===== config.mk =====
export PLATFORM = sky130hd
export DESIGN_NAME = fsp_status_protect
export DESIGN_NICKNAME = d
export VERILOG_FILES = /design/src/core/fsp_pkg.sv /design/src/core/fsp_sync.sv /design/src/core/fsp_prot_decode.sv /design/src/core/fsp_status_protect.sv
export VERILOG_INCLUDE_DIRS = /design/src /design/src/core
export SDC_FILE = /design/constraint.sdc
export NUM_CORES = 1
export LEC_CHECK = 0
export ABC_AREA = 1
export BUFFER_PORTS_ARGS = -buffer_cell sky130_fd_sc_hd__buf_2
export CAP_MARGIN = 5
export CELL_PAD_IN_SITES_DETAIL_PLACEMENT = 1
export CELL_PAD_IN_SITES_GLOBAL_PLACEMENT = 1
export CORE_MARGIN = 4
export CORE_UTILIZATION = 34
export CTS_BUF_LIST = sky130_fd_sc_hd__clkbuf_8
export DETAILED_ROUTE_END_ITERATION = 16
export PLACE_DENSITY_LB_ADDON = 0.25
export SYNTH_ARGS = -nofsm -noshare
export SYNTH_HDL_FRONTEND = slang
export SYNTH_HIERARCHICAL = 1
export SYNTH_SLANG_ARGS = --single-unit
export TNS_END_PERCENT = 20

===== constraint.sdc =====
create_clock -name clk -period 5.8 [get_ports clk]
set_input_delay 1.45 -clock clk [delete_from_list [all_inputs] [get_ports clk]]
set_output_delay 1.45 -clock clk [all_outputs]
set_load 0.02 [all_outputs]

===== src/core/fsp_params.svh =====
// Bit positions, command codes and timing counts of the status/protect block
`ifndef FSP_PARAMS_SVH
`define FSP_PARAMS_SVH

// Status register fields
`define FSP_SR_SRWD 7
`define FSP_SR_PROT3 6
`define FSP_SR_TB 5
`define FSP_SR_PROT2 4
`define FSP_SR_PROT0 2
`define FSP_SR_WEL 1
`define FSP_SR_BUSY 0
`define FSP_SR_NV_RESET 6'h00

// Flag status register fields
`define FSP_FS_READY 7
`define FSP_FS_ERASE_ERR 5
`define FSP_FS_PROG_ERR 4
`define FSP_FS_PROT_ERR 1

// Array map: 27-bit byte address, 64KB sectors, 2048 of them
`define FSP_ADDR_W 27
`define FSP_ARRAY_END 27'h7FFFFFF
`define FSP_SECTOR_HI 26
`define FSP_SECTOR_LO 16
`define FSP_SUB32_LO 15
`define FSP_SUB4_LO 12
`define FSP_SECTOR_COUNT 12'h800
`define FSP_SUB4_LAST 15'h7FFF
`define FSP_PROT_ALL 4'hC

// Serial command codes (defaults, adjustable)
`define FSP_CMD_WREN 8'h06
`define FSP_CMD_WRDI 8'h04
`define FSP_CMD_RDSR 8'h05
`define FSP_CMD_WRSR 8'h01
`define FSP_CMD_RDFS 8'h70
`define FSP_CMD_CLFS 8'h50

// Status write cycle time
`define FSP_CLK_NS 10
`define FSP_TW_NS 1000
`define FSP_TW_CYC ((`FSP_TW_NS + `FSP_CLK_NS - 1) / `FSP_CLK_NS)

`endif


===== src/core/fsp_pkg.sv =====
// Types shared by the status/protect block
package fsp_pkg;

    typedef enum logic [2:0] {
        FSP_OP_PROGRAM = 3'h0,
        FSP_OP_ERASE_4K = 3'h1,
        FSP_OP_ERASE_32K = 3'h2,
        FSP_OP_ERASE_SECTOR = 3'h3,
        FSP_OP_ERASE_DIE = 3'h4
    } fsp_op_e;

    typedef struct packed {
        fsp_op_e kind;
        logic [26:0] addr;
    } fsp_req_s;

    typedef struct packed {
        logic srwd;
        logic prot3;
        logic tb;
        logic [2:0] prot_lo;
        logic wel;
        logic busy;
    } fsp_status_s;

    typedef enum logic [3:0] {
        FSP_ST_OPC = 4'h1,
        FSP_ST_WDATA = 4'h2,
        FSP_ST_RDATA = 4'h4,
        FSP_ST_SKIP = 4'h8
    } fsp_spi_state_e;

endpackage


===== src/core/fsp_sync.sv =====
// Two-flop synchroniser for pin inputs
`timescale 1ns/1ns
`default_nettype none

module fsp_sync #(
    parameter int W = 1,
    parameter logic [W-1:0] RST_VAL = '0
) (
    input wire logic clk,
    input wire logic reset_n,
    input wire logic [W-1:0] d,
    output logic [W-1:0] q
);
    logic [W-1:0] meta_ff;
    logic [W-1:0] q_ff;

    always_ff @(posedge clk) begin
        if (!reset_n) begin
            meta_ff <= RST_VAL;
            q_ff <= RST_VAL;
        end else begin
            meta_ff <= d;
            q_ff <= meta_ff;
        end
    end

    assign q = q_ff;
endmodule

`default_nettype wire


===== src/core/fsp_prot_decode.sv =====
// Block protect code to protected-sector decision
`include "fsp_params.svh"
`timescale 1ns/1ns
`default_nettype none

module fsp_prot_decode (
    input wire logic [3:0] block_protect_bits,
    input wire logic tb,
    input wire logic [10:0] sector,
    output logic any_set,
    output logic hit
);
    logic [11:0] span;

    always_comb begin
        span = 12'h000;
        any_set = (block_protect_bits != 4'h0);
        if (!any_set) begin
            hit = 1'b0;
        end else if (block_protect_bits >= `FSP_PROT_ALL) begin
            hit = 1'b1;
        end else begin
            span = 12'(12'h001 << (block_protect_bits - 4'h1));
            if (tb) begin
                hit = ({1'b0, sector} < span);
            end else begin
                hit = ({1'b0, sector} >= (`FSP_SECTOR_COUNT - span));
            end
        end
    end
endmodule

`default_nettype wire


===== src/core/fsp_status_protect.sv =====
// Status register, write protect lock and array protection of a serial flash
// Operation
// - Array is 4KB/32KB subsectors and 64KB sectors; top 4KB is 32767.
// - Status register reached only by status read and status write commands.
// - Lock bit set with write-protect pin low ignores status writes.
// - Only raising the write-protect pin or a reset releases the hardware lock.
// - Bit 7 is the status write disable bit, default 0.
// - Bit 5 anchors protection at top (0, default) or bottom (1).
// - Protect bits at 6 and 4:2 block program/erase in protected area.
// - Write enable latch clears at reset; needed before any write.
// - Bit 0 shows busy during status write, program or erase.
// - Die erase runs only when all protect bits are zero.
// - Status bit 0 is always the inverse of flag ready bit.
// - Top anchoring: code n protects top 2^(n-1) sectors; 12-15 all.
// - Bottom anchoring: code n protects lowest 2^(n-1) sectors; 12-15 all.
// - Blocked program/erase with the latch set sets flag protection error bit 1.
// - Flag bit 7 reads 0 while busy, 1 when ready.
`include "fsp_params.svh"
`timescale 1ns/1ns
`default_nettype none

module fsp_status_protect (
    input wire logic clk,
    input wire logic reset_n,
    input wire logic spi_sck,
    input wire logic spi_cs_n,
    input wire logic spi_dq0,
    output logic spi_dq1_o,
    output logic spi_dq1_oe,
    input wire logic wp_n,
    input wire logic req_valid,
    input wire fsp_pkg::fsp_req_s req,
    output logic req_ready,
    output logic op_start,
    output logic op_reject,
    input wire logic op_active,
    output logic write_enable_latch,
    output logic [7:0] status_protection_register,
    output logic [7:0] flag_status
);
    logic [3:0] pins_s;
    logic s_sck;
    logic s_cs_n;
    logic s_dq0;
    logic s_wp_n;

    fsp_sync #(
        .W(4),
        .RST_VAL(4'h9)
    ) u_sync (
        .clk(clk),
        .reset_n(reset_n),
        .d({spi_cs_n, spi_dq0, spi_sck, wp_n}),
        .q(pins_s)
    );

    assign s_cs_n = pins_s[3];
    assign s_dq0 = pins_s[2];
    assign s_sck = pins_s[1];
    assign s_wp_n = pins_s[0];

    // Edge detection on synchronised copies only
    logic sck_d_ff;
    logic cs_d_ff;
    logic sck_rise;
    logic sck_fall;
    logic cs_rise;

    always_ff @(posedge clk) begin
        if (!reset_n) begin
            sck_d_ff <= 1'b0;
            cs_d_ff <= 1'b1;
        end else begin
            sck_d_ff <= s_sck;
            cs_d_ff <= s_cs_n;
        end
    end

    assign sck_rise = s_sck & ~sck_d_ff & ~s_cs_n;
    assign sck_fall = ~s_sck & sck_d_ff & ~s_cs_n;
    assign cs_rise = s_cs_n & ~cs_d_ff;

    // Register state
    logic srwd_ff;
    logic tb_ff;
    logic [3:0] blk_prot_ff;
    logic wel_ff;
    logic [7:0] wtimer_ff;
    logic prot_err_ff;
    logic erase_err_ff;
    logic prog_err_ff;
    logic busy;
    logic hw_locked;
    fsp_pkg::fsp_status_s sr;

    assign busy = op_active | (wtimer_ff != 8'h00);
    assign hw_locked = srwd_ff & ~s_wp_n;

    assign flag_status = {~busy, 1'b0, erase_err_ff, prog_err_ff, 1'b0,
                          1'b0, prot_err_ff, 1'b0};
    assign sr.srwd = srwd_ff;
    assign sr.prot3 = blk_prot_ff[3];
    assign sr.tb = tb_ff;
    assign sr.prot_lo = blk_prot_ff[2:0];
    assign sr.wel = wel_ff;
    assign sr.busy = ~flag_status[`FSP_FS_READY];
    assign status_protection_register = sr;
    assign write_enable_latch = wel_ff;

    // Serial command framing, mode 0
    fsp_pkg::fsp_spi_state_e st_ff;
    logic [2:0] bcnt_ff;
    logic [7:0] rx_ff;
    logic [7:0] cmd_ff;
    logic [7:0] wdata_ff;
    logic opc_done_ff;
    logic got_data_ff;
    logic [7:0] opc_now;

    assign opc_now = {rx_ff[6:0], s_dq0};

    always_ff @(posedge clk) begin
        if (!reset_n) begin
            st_ff <= fsp_pkg::FSP_ST_OPC;
            bcnt_ff <= 3'h0;
            rx_ff <= 8'h00;
            cmd_ff <= 8'h00;
            wdata_ff <= 8'h00;
            opc_done_ff <= 1'b0;
            got_data_ff <= 1'b0;
        end else if (s_cs_n) begin
            st_ff <= fsp_pkg::FSP_ST_OPC;
            bcnt_ff <= 3'h0;
            opc_done_ff <= 1'b0;
            got_data_ff <= 1'b0;
        end else if (sck_rise) begin
            rx_ff <= opc_now;
            bcnt_ff <= bcnt_ff + 3'h1;
            case (st_ff)
                fsp_pkg::FSP_ST_OPC: begin
                    if (bcnt_ff == 3'h7) begin
                        cmd_ff <= opc_now;
                        opc_done_ff <= 1'b1;
                        if (opc_now == `FSP_CMD_RDSR ||
                            opc_now == `FSP_CMD_RDFS) begin
                            st_ff <= fsp_pkg::FSP_ST_RDATA;
                        end else if (opc_now == `FSP_CMD_WRSR) begin
                            st_ff <= fsp_pkg::FSP_ST_WDATA;
                        end else begin
                            st_ff <= fsp_pkg::FSP_ST_SKIP;
                        end
                    end
                end
                fsp_pkg::FSP_ST_WDATA: begin
                    if (bcnt_ff == 3'h7) begin
                        wdata_ff <= opc_now;
                        got_data_ff <= 1'b1;
                        st_ff <= fsp_pkg::FSP_ST_SKIP;
                    end
                end
                fsp_pkg::FSP_ST_RDATA: begin
                    st_ff <= fsp_pkg::FSP_ST_RDATA;
                end
                fsp_pkg::FSP_ST_SKIP: begin
                    st_ff <= fsp_pkg::FSP_ST_SKIP;
                end
                default: begin
                    st_ff <= fsp_pkg::FSP_ST_OPC;
                end
            endcase
        end
    end

    // Read data out; byte refreshed each 8 bits so polling sees live busy
    logic [7:0] tx_ff;
    logic [2:0] tcnt_ff;
    logic dq1_ff;
    logic dq1_oe_ff;
    logic [7:0] live_byte;
    logic [7:0] first_byte;

    assign live_byte = (cmd_ff == `FSP_CMD_RDFS) ? flag_status :
                       status_protection_register;
    assign first_byte = (opc_now == `FSP_CMD_RDFS) ? flag_status :
                        status_protection_register;

    always_ff @(posedge clk) begin
        if (!reset_n) begin
            tx_ff <= 8'h00;
            tcnt_ff <= 3'h0;
            dq1_ff <= 1'b0;
            dq1_oe_ff <= 1'b0;
        end else if (s_cs_n) begin
            dq1_oe_ff <= 1'b0;
            tcnt_ff <= 3'h0;
        end else if (sck_rise && st_ff == fsp_pkg::FSP_ST_OPC &&
                     bcnt_ff == 3'h7) begin
            tx_ff <= first_byte;
            tcnt_ff <= 3'h0;
        end else if (sck_fall && st_ff == fsp_pkg::FSP_ST_RDATA) begin
            dq1_oe_ff <= 1'b1;
            dq1_ff <= tx_ff[7];
            tcnt_ff <= tcnt_ff + 3'h1;
            if (tcnt_ff == 3'h7) begin
                tx_ff <= live_byte;
            end else begin
                tx_ff <= {tx_ff[6:0], 1'b0};
            end
        end
    end

    assign spi_dq1_o = dq1_ff;
    assign spi_dq1_oe = dq1_oe_ff;

    // Commands take effect at deselect, once a full opcode has been received
    logic commit;
    logic do_wren;
    logic do_wrdi;
    logic do_wrsr;
    logic do_clfs;

    assign commit = cs_rise & opc_done_ff;
    assign do_wren = commit & (cmd_ff == `FSP_CMD_WREN) & ~busy;
    assign do_wrdi = commit & (cmd_ff == `FSP_CMD_WRDI) & ~busy;
    assign do_clfs = commit & (cmd_ff == `FSP_CMD_CLFS);
    assign do_wrsr = commit & (cmd_ff == `FSP_CMD_WRSR) & got_data_ff &
                     wel_ff & ~busy & ~hw_locked;

    // Program/erase gate
    logic [10:0] tgt_sector;
    logic prot_any;
    logic sec_hit;
    logic is_die;
    logic fire;
    logic blocked;

    assign tgt_sector = req.addr[`FSP_SECTOR_HI:`FSP_SECTOR_LO];

    fsp_prot_decode u_decode (
        .block_protect_bits(blk_prot_ff),
        .tb(tb_ff),
        .sector(tgt_sector),
        .any_set(prot_any),
        .hit(sec_hit)
    );

    // New requests wait until the controller is idle
    assign req_ready = ~busy;
    assign fire = req_valid & req_ready;
    assign is_die = (req.kind == fsp_pkg::FSP_OP_ERASE_DIE);
    assign blocked = is_die ? prot_any : sec_hit;

    always_ff @(posedge clk) begin
        if (!reset_n) begin
            op_start <= 1'b0;
            op_reject <= 1'b0;
        end else begin
            op_start <= fire & wel_ff & ~blocked;
            op_reject <= fire & (~wel_ff | blocked);
        end
    end

    // Nonvolatile bits; reset stands in for the power-on load
    always_ff @(posedge clk) begin
        if (!reset_n) begin
            {srwd_ff, tb_ff, blk_prot_ff} <= `FSP_SR_NV_RESET;
        end else if (do_wrsr) begin
            srwd_ff <= wdata_ff[`FSP_SR_SRWD];
            tb_ff <= wdata_ff[`FSP_SR_TB];
            blk_prot_ff <= {wdata_ff[`FSP_SR_PROT3],
                            wdata_ff[`FSP_SR_PROT2:`FSP_SR_PROT0]};
        end
    end

    // Latch clears on disable, a committed status write or any accepted request; a same-cycle enable wins
    always_ff @(posedge clk) begin
        if (!reset_n) begin
            wel_ff <= 1'b0;
        end else if (do_wren) begin
            wel_ff <= 1'b1;
        end else if (do_wrdi || do_wrsr || (fire && wel_ff)) begin
            wel_ff <= 1'b0;
        end
    end

    always_ff @(posedge clk) begin
        if (!reset_n) begin
            wtimer_ff <= 8'h00;
        end else if (do_wrsr) begin
            wtimer_ff <= 8'(`FSP_TW_CYC);
        end else if (wtimer_ff != 8'h00) begin
            wtimer_ff <= wtimer_ff - 8'h01;
        end
    end

    // Error flags: a new error wins over a clear in the same cycle
    logic err_set;

    assign err_set = fire & wel_ff & blocked;

    always_ff @(posedge clk) begin
        if (!reset_n) begin
            prot_err_ff <= 1'b0;
            erase_err_ff <= 1'b0;
            prog_err_ff <= 1'b0;
        end else if (err_set) begin
            prot_err_ff <= 1'b1;
            if (req.kind == fsp_pkg::FSP_OP_PROGRAM) begin
                prog_err_ff <= 1'b1;
            end else begin
                erase_err_ff <= 1'b1;
            end
        end else if (do_clfs) begin
            prot_err_ff <= 1'b0;
            erase_err_ff <= 1'b0;
            prog_err_ff <= 1'b0;
        end
    end
endmodule

`default_nettype wire


==> results.tsv <==
stage	metric	value	unit
run_status	status	finished clean	
clock_tree	cts_tree	done	
worst_setup_path	cpMostUsedCell	buf_2	
floorplanning	dieArea	14400	sq um
worst_hold_path	min_from	u_sync/meta_ff[0]$_SDFF_PN1_	
sta	rsz0062_at_grt	false	
power	power_density	261	nW/um^2
clock_tree	cts_inserted_buffers	9	
worst_hold_path	holdPathEnd	u_sync/q[0]$_SDFF_PN1_	
sta	drv_slew	0	
global_routing	grt_pass1_vias	3998	
sta	fin_skew	0.0108	ns
worst_setup_path	max_stage_delay	0.18	ns
worst_setup_path	crit_buf_inv	4	
drt	antenna_left	0	
drt	met2_length	5260	um
sta	min_period	3.57	ns
yosys	yosys_register_bits	73	
floorplanning	die_x	120	um
clock_tree	root_buffer	clkbuf_8	
sta	postLayoutSetupSlackWorst	2.23	ns
drt	topRoutingLayerUsed	met4	
floorplanning	start_util	35.0	%
placement	dp_hpwl	8500	um
floorplanning	design.core.area	12200	sq um
global_routing	grt_overflow_total	0	
finish	fillers	1597	
drt	drtIter0Drc	135	
finish	drive_gt1_share	14.2	%
power	irDropWorstVdd	179	uV
yosys	synth.avg_cell_area	6.93	sq um
worst_hold_path	hp-class	register to register	
clock_tree	clock_latency	0.35	ns
yosys	synth_cell_types	39	
drt	post_drt_wl_per_cell	13.3	um
placement	place.gp.congestion	0.839	
drt	avgViaCountPerCell	4.79	
clock_tree	htreeDepth	3	
worst_setup_path	critPathKind	input port to output pin	
drt	route.met3.wl	310	um
sta	hold_ws	0.403	ns
drt	via_count	3918	
sta	hold_viol	0	
finish	finalNetCount	711	
worst_setup_path	critPathSlowestCell	buf_2	
worst_setup_path	cp-end-kind	output pin	
floorplanning	boundaryPins	60	
clock_tree	cts_hold_buf	0	
floorplanning	fp.dieH	120	um
worst_setup_path	worstReg2RegStart	blk_prot_ff[0]$_SDFFE_PN0P_	
worst_setup_path	r2r_end	prog_err_ff$_SDFFE_PN0P_	
drt	wirelength	10900	um
sta	finalSetupTns	0	ns
worst_setup_path	rrSetupSlack	2.25	ns
drt	remaining_drc_errors	0	
finish	final_common_cell	nand2_1	
worst_setup_path	start_kind	input port	
global_routing	grt_start_max_net_pins	50	
power	fin_total_pwr	1240	uW
placement	place_ws	2.25	ns
yosys	syn_inst	615	
floorplanning	fp-row-count	40	
global_routing	grt_usage	16.0	%
sta	slew_headroom	45.9	%
finish	layout_common_cells	nand2_1, nor2_1, inv_1	
yosys	synth_area	4260	sq um
worst_setup_path	worstPathMaxFanout	8	
clock_tree	postCtsResizedCells	0	
clock_tree	postCtsSetupBuffers	0	
sta	worst_slew_pin_slew	0.808	ns
job	maxCapViolCount	0	
worst_setup_path	required	4.35	ns
finish	areaGrowthSynthToFinish	11.4	%
worst_setup_path	crit_chain	buf_2, inv_1, nand2_4, inv_6, buf_2	
worst_setup_path	r2r_cells	24	
sta	finalCritPeriodShare	61.5	%
clock_tree	clock-sinks	73	
power	p_leak	0.00223	uW
global_routing	grt_pass1_wl	19100	um
global_routing	antenna_found_initial	0	
finish	diodes	0	
drt	drt-pass1-iter-count	4	
sta	fmax	280	MHz
clock_tree	cts_buffer_depth	2	
clock_tree	clk_pin_slew_worst_paths	0.08	ns
placement	portBuffers	39	
yosys	synth_seq_area_share	34.3	%
sta	setup_viol	0	
drt	routedLengthMet1	5200	um
worst_hold_path	holdPathStages	2	
worst_setup_path	critPathTopFamily	buffers and inverters	
worst_setup_path	worstPathArrival	2.12	ns
yosys	ys_warn_count	6	
## stage by stage
step,util (%),std cells,instance area (sq um)
after detailed placement,37.1,802,4520
final,39.0,818,4750
after global routing,39.0,818,4750
after global placement,37.1,802,4520
after CTS,39.0,818,4750
after floorplan,-,618,4270
## worst min-delay path, stage by stage (launching register included)
cell and delay, ns:
dfxtp_1 0.31, inv_1 0.03, nand2_1 0.04
## Yosys cell counts
library cell	number	share of area (%)
a21o_1	2	0.35
a21oi_1	47	5.5
a21oi_2	1	0.21
a21oi_4	1	0.38
a22oi_1	1	0.18
a31oi_1	3	0.44
buf_1	1	0.088
buf_2	4	0.47
buf_4	12	2.1
buf_6	3	0.79
clkbuf_1	3	0.26
clkinv_4	1	0.21
conb_1	1	0.088
dfxtp_1	73	34
ha_1	28	8.2
inv_1	85	7.5
inv_2	5	0.44
inv_6	1	0.21
nand2_1	118	10
nand2_2	3	0.44
nand2_4	4	1.1
nand3_1	27	3.2
nand3_2	3	0.71
nand3_4	1	0.41
nand3b_1	1	0.18
nand4_1	7	1.0
nand4_2	3	0.88
nor2_1	87	7.7
nor2_2	7	1.0
nor2_4	6	1.6
nor3_1	10	1.2
nor3b_1	1	0.18
o211ai_1	1	0.18
o21ai_0	42	4.9
o21ai_1	15	1.8
o21ai_2	1	0.21
o221ai_1	1	0.21
xnor2_1	1	0.21
xor2_1	4	0.82
## state kept, by name (all words and copies together) (netlist names), 3 cells and up
signal and flops:
bcnt_ff 3, blk_prot_ff 4, cmd_ff 8, rx_ff 7
st_ff 4, tcnt_ff 3, tx_ff 8, u_sync/meta_ff 4
u_sync/q 4, wdata_ff 6, wtimer_ff 8
## cell families (layout without fill, tap and decap cells)
logic type | Yosys count | count (layout) | share of synthesized area, %
other | 1 | 4 | 0.0880
buffers and inverters | 115 | 147 | 12.1
adders and majority gates | 28 | 28 | 8.23
and+or+nand+nor | 278 | 278 | 29.9
AOI/OAI and AO/OA | 115 | 115 | 14.4
DFF | 73 | 73 | 34.3
xor gates and xnor gates | 5 | 5 | 1.03
## area by class of cell
| cell class | instances | area (sq um) | share of cell area [%] |
|---|---|---|---|
| tap | 168 | 210 | 4.43 |
| clock buffer | 11 | 151 | 3.19 |
| inverter | 92 | 355 | 7.49 |
| timing repair buffer | 39 | 195 | 4.11 |
| sequential | 73 | 1460 | 30.8 |
| clock inverter | 5 | 77.6 | 1.63 |
| multi-input combinational | 430 | 2290 | 48.4 |
## layer usage
layer,GRT usage (%),up-vias
met5,0,-
met4,3.94,0
met3,3.39,10
met2,27.2,47
met1,20.7,1843
li1,-,2018
## worst max path at each step
stage	from	to	slack, ns	cells after the start
2_1_floorplan	op_active	flag_status[7]	2.44	4
3_3_place_gp	op_active	req_ready	2.24	5
6_report	op_active	req_ready	2.23	5
3_5_place_dp	op_active	req_ready	2.25	5
5_1_grt	blk_prot_ff[0]$_SDFFE_PN0P_	prot_err_ff$_SDFFE_PN0P_	1.82	24
4_1_cts	blk_prot_ff[0]$_SDFFE_PN0P_	prog_err_ff$_SDFFE_PN0P_	2.21	24
## power by group
part	switching, uW	internal [uW]	total, uW
combinational	153	83.2	236
sequential	18.5	525	543
clock	194	264	458
total	365	872	1240
(Power assumes the default switching activity.)
